**src/verilog/fmpm_pkg.sv**
```systemverilog
// Constants, field layout and state type for the float-mode pulse and sample math block
// Notes on behaviour
// - Slot B LED choice: 0 no LED, 1..3 pick first, second, third driver.
// - Slot B float LED pulse lasts width field times 1 us; width resets to 3.
// - Eight-bit delay before first float pulse, reset 0x20, held in slot B register.
// - Slot B bits 11:10 and slot A bits 9:8 combine third and fourth samples.
// - Third/fourth codes: 00 add both, 01 subtract fourth, 10 subtract third, 11 both.
// - Third/fourth combining repeats in every group of four samples.
// - Bits 6:5 combine first and second samples of each slot B group.
// - First/second codes: 00 add both, 01 subtract second, 10 subtract first, 11 both.
// - First/second combining repeats in every group of four samples.
// - Bit 7 set makes the integrator a buffer in transimpedance mode; resets 0.
// - Slot B float behaviour only when its float enable equals 3.
package fmpm_pkg;

    // Register addresses as seen on the host port
    localparam logic [7:0] REG_LED_PULSE_ADDR = 8'h3F;
    localparam logic [7:0] REG_MATH_ADDR = 8'h58;

    // Field positions
    localparam int LED_CHOICE_LSB = 14;
    localparam int PULSE_WIDTH_LSB = 8;
    localparam int FIRST_DELAY_LSB = 0;
    localparam int B_PAIR_TWO_LSB = 10;
    localparam int A_PAIR_TWO_LSB = 8;
    localparam int BUFFER_EN_BIT = 7;
    localparam int B_PAIR_ONE_LSB = 5;
    localparam int A_PAIR_ONE_LSB = 1;

    // Values after reset
    localparam logic [1:0] LED_CHOICE_RST = 2'h0;
    localparam logic [4:0] PULSE_WIDTH_RST = 5'h03;
    localparam logic [7:0] FIRST_DELAY_RST = 8'h20;
    localparam logic [1:0] COMBINE_RST = 2'h0;
    localparam logic BUFFER_EN_RST = 1'b0;
    localparam logic [15:0] UNMAPPED_READ = 16'h0000;

    // Float enable code that turns float mode on
    localparam logic [1:0] FLOAT_ON_CODE = 2'h3;

    // Timing: one step of the pulse timer is 1 us
    localparam int CLK_MHZ = 250;
    localparam int STEP_US = 1;
    localparam int STEP_CYCLES = CLK_MHZ * STEP_US;
    localparam int STEP_CNT_W = $clog2(STEP_CYCLES);
    localparam logic [STEP_CNT_W-1:0] STEP_LAST = STEP_CNT_W'(STEP_CYCLES - 1);
    localparam logic [7:0] GAP_STEPS = 8'h01;

    typedef enum logic [1:0] {
        PS_IDLE,
        PS_DELAY,
        PS_PULSE,
        PS_GAP
    } fmpm_pulse_state_t;

endpackage

```
**src/verilog/fmpm_config_top.sv**
```systemverilog
// Float-mode configuration registers, slot B LED pulse timer and sample math
`timescale 1ns/1ps
`default_nettype none
module fmpm_config_top
    import fmpm_pkg::*;
#(
    parameter int SAMPLE_W = 14,
    parameter int ACC_W = 27,
    parameter int PULSE_CNT_W = 8
) (
    // Clock and reset
    input wire logic i_clk,
    input wire logic i_rstn,
    // Host register port
    input wire logic i_reg_wr,
    input wire logic i_reg_rd,
    input wire logic [7:0] i_reg_addr,
    input wire logic [15:0] i_reg_wdata,
    output logic [15:0] o_reg_rdata,
    output logic o_reg_rvalid,
    // Mode inputs
    input wire logic i_slot_a_float_on,
    input wire logic [1:0] i_slot_b_float_enable,
    input wire logic i_transimpedance_amp_mode,
    output logic o_integrator_as_buffer,
    // Slot B float LED pulse sequence
    input wire logic i_slot_b_seq_start,
    input wire logic [PULSE_CNT_W-1:0] i_slot_b_pulse_count,
    output logic [2:0] o_led_drive,
    output logic o_slot_b_seq_busy,
    // Sample stream from the converter
    input wire logic i_sample_valid,
    input wire logic i_sample_slot,
    input wire logic i_sample_first,
    input wire logic i_sample_last,
    input wire logic [SAMPLE_W-1:0] i_sample,
    // Accumulated slot result
    output logic o_result_valid,
    output logic o_result_slot,
    output logic [ACC_W-1:0] o_result
);

    // Elaboration-time checks
    if (ACC_W < SAMPLE_W + 2) begin : g_bad_acc
        $error("ACC_W must exceed SAMPLE_W by at least two bits");
    end
    if (PULSE_CNT_W < 1 || PULSE_CNT_W > 16) begin : g_bad_cnt
        $error("PULSE_CNT_W must be 1 to 16");
    end

    // Configuration fields
    logic [1:0] slot_b_float_led_choice;
    logic [4:0] slot_b_float_pulse_width;
    logic [7:0] float_first_pulse_delay;
    logic [1:0] slot_b_pair_two_combine;
    logic [1:0] slot_a_pair_two_combine;
    logic integrator_buffer_enable;
    logic [1:0] slot_b_pair_one_combine;
    logic [1:0] slot_a_pair_one_combine;

    // Register decode
    wire hit_led = (i_reg_addr == REG_LED_PULSE_ADDR);
    wire hit_math = (i_reg_addr == REG_MATH_ADDR);
    wire wr_led = i_reg_wr & hit_led;
    wire wr_math = i_reg_wr & hit_math;

    always_ff @(posedge i_clk or negedge i_rstn) begin
        if (!i_rstn) begin
            slot_b_float_led_choice <= LED_CHOICE_RST;
            slot_b_float_pulse_width <= PULSE_WIDTH_RST;
            float_first_pulse_delay <= FIRST_DELAY_RST;
        end else if (wr_led) begin
            slot_b_float_led_choice <= i_reg_wdata[LED_CHOICE_LSB +: 2];
            slot_b_float_pulse_width <= i_reg_wdata[PULSE_WIDTH_LSB +: 5];
            float_first_pulse_delay <= i_reg_wdata[FIRST_DELAY_LSB +: 8];
        end
    end

    always_ff @(posedge i_clk or negedge i_rstn) begin
        if (!i_rstn) begin
            slot_b_pair_two_combine <= COMBINE_RST;
            slot_a_pair_two_combine <= COMBINE_RST;
            integrator_buffer_enable <= BUFFER_EN_RST;
            slot_b_pair_one_combine <= COMBINE_RST;
            slot_a_pair_one_combine <= COMBINE_RST;
        end else if (wr_math) begin
            slot_b_pair_two_combine <= i_reg_wdata[B_PAIR_TWO_LSB +: 2];
            slot_a_pair_two_combine <= i_reg_wdata[A_PAIR_TWO_LSB +: 2];
            integrator_buffer_enable <= i_reg_wdata[BUFFER_EN_BIT];
            slot_b_pair_one_combine <= i_reg_wdata[B_PAIR_ONE_LSB +: 2];
            slot_a_pair_one_combine <= i_reg_wdata[A_PAIR_ONE_LSB +: 2];
        end
    end

    // Read-back images; reserved bits read as zero
    logic [15:0] led_image;
    logic [15:0] math_image;
    always_comb begin
        led_image = 16'h0000;
        led_image[LED_CHOICE_LSB +: 2] = slot_b_float_led_choice;
        led_image[PULSE_WIDTH_LSB +: 5] = slot_b_float_pulse_width;
        led_image[FIRST_DELAY_LSB +: 8] = float_first_pulse_delay;
        math_image = 16'h0000;
        math_image[B_PAIR_TWO_LSB +: 2] = slot_b_pair_two_combine;
        math_image[A_PAIR_TWO_LSB +: 2] = slot_a_pair_two_combine;
        math_image[BUFFER_EN_BIT] = integrator_buffer_enable;
        math_image[B_PAIR_ONE_LSB +: 2] = slot_b_pair_one_combine;
        math_image[A_PAIR_ONE_LSB +: 2] = slot_a_pair_one_combine;
    end

    wire [15:0] read_mux = hit_led ? led_image :
                           hit_math ? math_image : UNMAPPED_READ;

    always_ff @(posedge i_clk or negedge i_rstn) begin
        if (!i_rstn) begin
            o_reg_rdata <= 16'h0000;
            o_reg_rvalid <= 1'b0;
        end else begin
            o_reg_rvalid <= i_reg_rd;
            if (i_reg_rd) begin
                o_reg_rdata <= read_mux;
            end
        end
    end

    // Integrator as buffer only in transimpedance mode
    always_ff @(posedge i_clk or negedge i_rstn) begin
        if (!i_rstn) begin
            o_integrator_as_buffer <= 1'b0;
        end else begin
            o_integrator_as_buffer <= integrator_buffer_enable & i_transimpedance_amp_mode;
        end
    end

    // Slot B float mode gate
    wire slot_b_float_on = (i_slot_b_float_enable == FLOAT_ON_CODE);

    // Slot B pulse timer
    fmpm_pulse_state_t state;
    fmpm_pulse_state_t next_state;
    logic [STEP_CNT_W-1:0] step_cnt;
    logic [7:0] steps_left;
    logic [7:0] next_steps_left;
    logic [PULSE_CNT_W-1:0] pulses_left;
    logic [PULSE_CNT_W-1:0] next_pulses_left;
    logic [1:0] run_choice;
    logic [4:0] run_width;

    wire step_tick = (state != PS_IDLE) && (step_cnt == STEP_LAST);
    wire start_ok = i_slot_b_seq_start && slot_b_float_on &&
                    (i_slot_b_pulse_count != '0);
    wire phase_done = step_tick && (steps_left <= 8'h01);
    wire last_pulse = (pulses_left == PULSE_CNT_W'(1));

    // Driver select: 0 none, 1..3 first to third driver
    wire [2:0] led_onehot = {run_choice == 2'h3, run_choice == 2'h2,
                             run_choice == 2'h1};

    always_comb begin
        next_state = state;
        next_steps_left = steps_left;
        next_pulses_left = pulses_left;
        if (state != PS_IDLE && !slot_b_float_on) begin
            next_state = PS_IDLE;
        end else begin
            unique case (state)
                PS_IDLE: begin
                    if (start_ok) begin
                        next_state = PS_DELAY;
                        next_steps_left = float_first_pulse_delay;
                        next_pulses_left = i_slot_b_pulse_count;
                    end
                end
                PS_DELAY, PS_GAP: begin
                    if (phase_done) begin
                        next_state = PS_PULSE;
                        next_steps_left = {3'h0, run_width};
                    end else if (step_tick) begin
                        next_steps_left = steps_left - 8'h01;
                    end
                end
                PS_PULSE: begin
                    if (phase_done) begin
                        next_pulses_left = pulses_left - PULSE_CNT_W'(1);
                        next_steps_left = GAP_STEPS;
                        next_state = last_pulse ? PS_IDLE : PS_GAP;
                    end else if (step_tick) begin
                        next_steps_left = steps_left - 8'h01;
                    end
                end
            endcase
        end
    end

    always_ff @(posedge i_clk or negedge i_rstn) begin
        if (!i_rstn) begin
            state <= PS_IDLE;
            steps_left <= 8'h00;
            pulses_left <= '0;
        end else begin
            state <= next_state;
            steps_left <= next_steps_left;
            pulses_left <= next_pulses_left;
        end
    end

    // 1 us step divider, restarted with each sequence
    always_ff @(posedge i_clk or negedge i_rstn) begin
        if (!i_rstn) begin
            step_cnt <= '0;
        end else if (state == PS_IDLE || step_tick) begin
            step_cnt <= '0;
        end else begin
            step_cnt <= step_cnt + STEP_CNT_W'(1);
        end
    end

    // Settings are frozen for the length of a sequence
    always_ff @(posedge i_clk or negedge i_rstn) begin
        if (!i_rstn) begin
            run_choice <= LED_CHOICE_RST;
            run_width <= PULSE_WIDTH_RST;
        end else if (state == PS_IDLE && start_ok) begin
            run_choice <= slot_b_float_led_choice;
            run_width <= slot_b_float_pulse_width;
        end
    end

    always_ff @(posedge i_clk or negedge i_rstn) begin
        if (!i_rstn) begin
            o_led_drive <= 3'h0;
            o_slot_b_seq_busy <= 1'b0;
        end else begin
            o_led_drive <= (next_state == PS_PULSE) ? led_onehot : 3'h0;
            o_slot_b_seq_busy <= (next_state != PS_IDLE);
        end
    end

    // Sample accumulators, slot A at index 0 and slot B at index 1
    logic [ACC_W-1:0] slot_next_acc [2];
    wire [1:0] float_on_vec = {slot_b_float_on, i_slot_a_float_on};
    wire [3:0] pair_one_vec = {slot_b_pair_one_combine, slot_a_pair_one_combine};
    wire [3:0] pair_two_vec = {slot_b_pair_two_combine, slot_a_pair_two_combine};

    for (genvar s = 0; s < 2; s++) begin : g_slot
        fmpm_slot_accum #(
            .SAMPLE_W(SAMPLE_W),
            .ACC_W(ACC_W)
        ) u_accum (
            .i_clk(i_clk),
            .i_rstn(i_rstn),
            .i_valid(i_sample_valid && (i_sample_slot == 1'(s))),
            .i_first(i_sample_first),
            .i_sample(i_sample),
            .i_float_on(float_on_vec[s]),
            .i_pair_one(pair_one_vec[2*s +: 2]),
            .i_pair_two(pair_two_vec[2*s +: 2]),
            .o_next_acc(slot_next_acc[s])
        );
    end

    wire report = i_sample_valid & i_sample_last;

    always_ff @(posedge i_clk or negedge i_rstn) begin
        if (!i_rstn) begin
            o_result_valid <= 1'b0;
            o_result_slot <= 1'b0;
            o_result <= '0;
        end else begin
            o_result_valid <= report;
            if (report) begin
                o_result_slot <= i_sample_slot;
                o_result <= slot_next_acc[i_sample_slot];
            end
        end
    end

endmodule // fmpm_config_top
`default_nettype wire

```
**src/verilog/fmpm_slot_accum.sv**
```systemverilog
// Per-slot sample accumulator with four-pulse add/subtract pattern
`timescale 1ns/1ps
`default_nettype none
module fmpm_slot_accum
    import fmpm_pkg::*;
#(
    parameter int SAMPLE_W = 14,
    parameter int ACC_W = 27
) (
    // Clock and reset
    input wire logic i_clk,
    input wire logic i_rstn,
    // Sample stream
    input wire logic i_valid,
    input wire logic i_first,
    input wire logic [SAMPLE_W-1:0] i_sample,
    // Combine settings
    input wire logic i_float_on,
    input wire logic [1:0] i_pair_one,
    input wire logic [1:0] i_pair_two,
    // Accumulator value including the current sample
    output logic [ACC_W-1:0] o_next_acc
);
    logic [1:0] pos;
    logic [ACC_W-1:0] acc;

    wire [1:0] eff_pos = i_first ? 2'h0 : pos;
    // Position 0..3 inside the group picks its sign bit; pattern repeats per four
    wire sub_sel = (eff_pos == 2'h0) ? i_pair_one[1] :
                   (eff_pos == 2'h1) ? i_pair_one[0] :
                   (eff_pos == 2'h2) ? i_pair_two[1] :
                   i_pair_two[0];
    wire subtract = i_float_on & sub_sel;
    wire [ACC_W-1:0] ext = {{(ACC_W-SAMPLE_W){1'b0}}, i_sample};
    wire [ACC_W-1:0] term = subtract ? (ACC_W'(0) - ext) : ext;
    wire [ACC_W-1:0] base = i_first ? ACC_W'(0) : acc;

    assign o_next_acc = base + term;

    always_ff @(posedge i_clk or negedge i_rstn) begin
        if (!i_rstn) begin
            pos <= 2'h0;
            acc <= '0;
        end else if (i_valid) begin
            pos <= eff_pos + 2'h1;
            acc <= o_next_acc;
        end
    end
endmodule // fmpm_slot_accum
`default_nettype wire

```
**config.mk**
```make
export PLATFORM = sky130hd
export DESIGN_NAME = fmpm_config_top
export DESIGN_NICKNAME = d
export VERILOG_FILES = /design/src/verilog/fmpm_pkg.sv /design/src/verilog/fmpm_config_top.sv /design/src/verilog/fmpm_slot_accum.sv
export SDC_FILE = /design/constraint.sdc
export NUM_CORES = 1
export LEC_CHECK = 0
export BUFFER_PORTS_ARGS = -buffer_cell sky130_fd_sc_hd__buf_2
export CAP_MARGIN = 20
export CORE_ASPECT_RATIO = 1.1
export CORE_MARGIN = 2
export CORE_UTILIZATION = 61
export DETAILED_ROUTE_END_ITERATION = 16
export PLACE_DENSITY_LB_ADDON = 0.05
export SLEW_MARGIN = 20
export SYNTH_ARGS = -nofsm -noshare
export SYNTH_HDL_FRONTEND = slang
export SYNTH_HIERARCHICAL = 1
export SYNTH_SLANG_ARGS = --single-unit
```
**constraint.sdc**
```tcl
create_clock -name i_clk -period 4.78 [get_ports i_clk]
set_input_delay 0.956 -clock i_clk [delete_from_list [all_inputs] [get_ports i_clk]]
set_output_delay 0.956 -clock i_clk [all_outputs]
set_load 0.02 [all_outputs]
```
==> reports/qor.csv <==
stage;metric;value;unit
outcome;status;complete, no violations;
cts;clock sink total;165;
yosys;post-synthesis sequential area ratio;37.0;%
die;die area;0.0194;mm2
route;WL final;28.1;mm
worst_setup_path;cell mode on critical path;buf_4;
sta;final hold viol count;0;
route;ANT nets after route;0;
cts;clock buffer depth;2;
power;Static Leak;0.00671;uW
yosys;largest family of logic cells by synthesized area;compound AO/OA/AOI/OAI gates;
final_layout;most frequent cells in the layout;160 x dfrtp_1, 150 x buf_4, 114 x nor2_1, 110 x a21oi_1, 107 x buf_2;
yosys;Yosys top cell area share;35.8;%
yosys;Synth Area in XOR/XNOR;5.72;%
place;Place WS;-449;ps
final_layout;Area Overhead vs Synth;23.3;%
run;Max Cap Viol;0;
route;DR DRC count;0;
cts;CTS Root Cell;clkbuf_16;
final_layout;# diodes;0;
final_layout;layout cells sized above 1;29.9;%
place;Placed Cells;1650;
route;DR pass1 iterations;5;
sta;fin crit period;4600;ps
sta;final setup TNS;0;ps
cts;CTS tree;yes;
yosys;Synth Area in Adders;7.75;%
yosys;flops & latches, synth;165;
route;Routed WL per cell;16.7;um
yosys;main flop type after synthesis;dfrtp_1;
yosys;Netlist cell types;88;
worst_setup_path;CP arrival;4880;ps
sta;final period utilization;96.2;%
yosys;syn_nets;1322;
yosys;biggest area consumer among synthesized cells;dfrtp_1;
die;Core Area;0.0178;mm2
sta;Slew Viols, Final;0;
worst_setup_path;Worst Setup End Kind;register;
sta;# setup viols final;0;
route;Starting DRT DRC Count;556;
die;cell row count;51;
final_layout;Final nets;1561;
power;pwr dens;391;mW/mm2
worst_setup_path;CP cell instances;buf_2, nand2b_4, buf_4, ha_1, nor2_1, a21oi_1, o21ai_1, buf_4, nand2_2, buf_6, buf_4, a21oi_2, xor2_1, ha_1, buf_4, o21ai_0, nor2_1, o31a_1, a211o_1, a31o_4, a221o_1, xor2_2, mux2i_1, a21oi_1;
min_path;HP Class;reg2reg;
yosys;multiplexer share of the synthesized area;10.6;%
worst_setup_path;cell with the largest stage delay on the worst path;a221o_1;
yosys;synthesized instance count;1195;
die;Starting Density;62.8;%
place;Final HPWL DP;20.3;mm
worst_setup_path;Setup crit start kind;input pin;
sta;Max Fclk;217;MHz
grt;vias in the first global route;9702;
final_layout;Non-Filler Instances;1685;
worst_setup_path;Critical Path RT;5060;ps
yosys;Synth Area in Compound Gates;18.4;%
sta;pin slew with the least headroom to its limit;978;ps
route;routed via count;9833;
yosys;synth warn;6;
place;# port buffers;107;
grt;largest net degree at the start of global routing;110;
die;Chip Width;133;um
cts;clk slew on worst S/H paths;70;ps
worst_setup_path;Buf+Inv Stages, Crit Path;6;
cts;htree depth;4;
yosys;Simple-Gate Fraction of Synth Area;17.5;%
grt;All-Layer GR Usage;28.9;%
die;Chip Height;146;um
sta;worst rel slew slack;34.8;%
route;DR vias/cell;5.84;
yosys;Synth Cell Area;0.0112;mm2
worst_setup_path;CP delay by family, top;compound AO/OA/AOI/OAI gates;
yosys;Syn Area/Cell;9.35;um2
sta;WHS;476;ps
final_layout;commonest non-fill, non-tap cell in the layout;dfrtp_1;
die;I/O pin cnt;110;
worst_setup_path;Crit Path Max Fanout;5;
power;VDD IR max;0.330;mV
place;routability cong.;0.884;
sta;Layout Skew;12.1;ps
cts;hold_buf cts;0;
sta;Setup WS post-layout;180;ps
grt;initial antenna violation count;0;
yosys;Async SR Flop Fraction;100;%
cts;worst-skew pair later-pin latency;440;ps
power;Design Power;5380;uW
grt;GR Overflow Total;0;
yosys;Post-synth EDFFs;0;
cts;TritonCTS Buffers;17;
yosys;top cells by area, synth;dfrtp_1 36%, mux2_2 7.6%, ha_1 7.4%, a21oi_1 5.1%, nor2_1 3.9%;
worst_setup_path;max incr delay on CP;370;ps
worst_setup_path;Crit Path Class;in2reg;
grt;first-pass GRT wire length;45.6;mm
## worst paths after layout
check	startpoint	end	slack, ps	cells after the start
max	i_sample_first	o_result[25]$_DFFE_PN0P_	180	24
min	run_width[1]$_DFFE_PN1P_	run_width[1]$_DFFE_PN1P_	480	2
max reg2reg	g_slot[1].u_accum/pos[1]$_DFFE_PN0P_	o_result[25]$_DFFE_PN0P_	500	22
min reg2reg	run_width[1]$_DFFE_PN1P_	run_width[1]$_DFFE_PN1P_	480	2
max in group asynchronous	i_rstn	slot_b_float_pulse_width[1]$_DFFE_PN1P_	3270	2
min in group asynchronous	i_rstn	pulses_left[5]$_DFFE_PN0P_	590	1
## cells by family after synthesis
kind of cell | after synthesis
flip-flops | 165
multiplexers | 108
AND/OR/NAND/NOR | 380
XOR/XNOR | 73
AO/OA/AOI/OAI | 316
other | 1
buffers and inverters | 84
adder cells (fa/ha/maj) | 68
## cell usage after synthesis (all sizes together) (9+ instances only)
cell	instances
a211oi	16
a21o	19
a21oi	117
a22oi	13
a31oi	12
and2	9
and3	11
buf	11
clkbuf	31
dfrtp	160
ha	66
inv	42
mux2	77
mux2i	31
nand2	78
nand2b	17
nand3	22
nor2	116
nor2b	60
nor3	16
nor4	10
o21a	12
o21ai	58
or3	10
xnor2	38
xor2	35
## layout make-up
class	count	area, um2
Tap cell	238	298
Multi-Input combinational cell	946	6870
Clock inverter	15	155
Timing Repair Buffer	262	1740
Inverter	42	158
Sequential cell	165	4140
Clock buffer	17	425
Fill cell	1251	4020
## power breakdown
group	internal, uW	leakage [uW]	total [uW]	switching (uW)
registers	1700	0.00208	1900	194
logic	983	0.00435	2130	1150
clock network	697	0.000282	1350	657
## through the flow
stage	utilization, %	area (um2)
after global routing	77.4	13800
final	77.4	13800
after floorplan	-	11200
after detailed placement	73.3	13000
after global placement	73.3	13000
after CTS	76.5	13600
## state kept, by name, indices dropped and copies added (netlist names), 3 cells and up
register                  flops
o_led_drive                   3
o_reg_rdata                  15
o_result                     27
pulses_left                   8
slot_b_float_pulse_width      5
step_cnt                      8
g_slot.u_accum/acc           54
run_width                     5
g_slot.u_accum/pos            4
steps_left                    8
float_first_pulse_delay       8
## worst reg2reg max path, delay by kind of cell (launching register included)
family,cells,cell delay [ps]
fa+ha+maj,2,450
flops,1,410
simple gates,4,340
xor+xnor,1,180
buf+inv,4,420
compound gates,8,1750
mux,3,560
## routing by layer
metal  vias up  GRT usage (%)  wire [um]
li1       4778              -          -
met1      4714           36.6      12000
met5         -              0          0
met2       287           49.9      13900
met3        54           3.90       1410
met4         0           11.7        785
## repair_timing
| item | in CTS | in global routing |
|---|---|---|
| gates resized for setup | 0 | 24 |
| buffers inserted | 0 | 2 |
| setup endpoints to repair | 0 | 13 |
(Power assumes the default switching activity.)
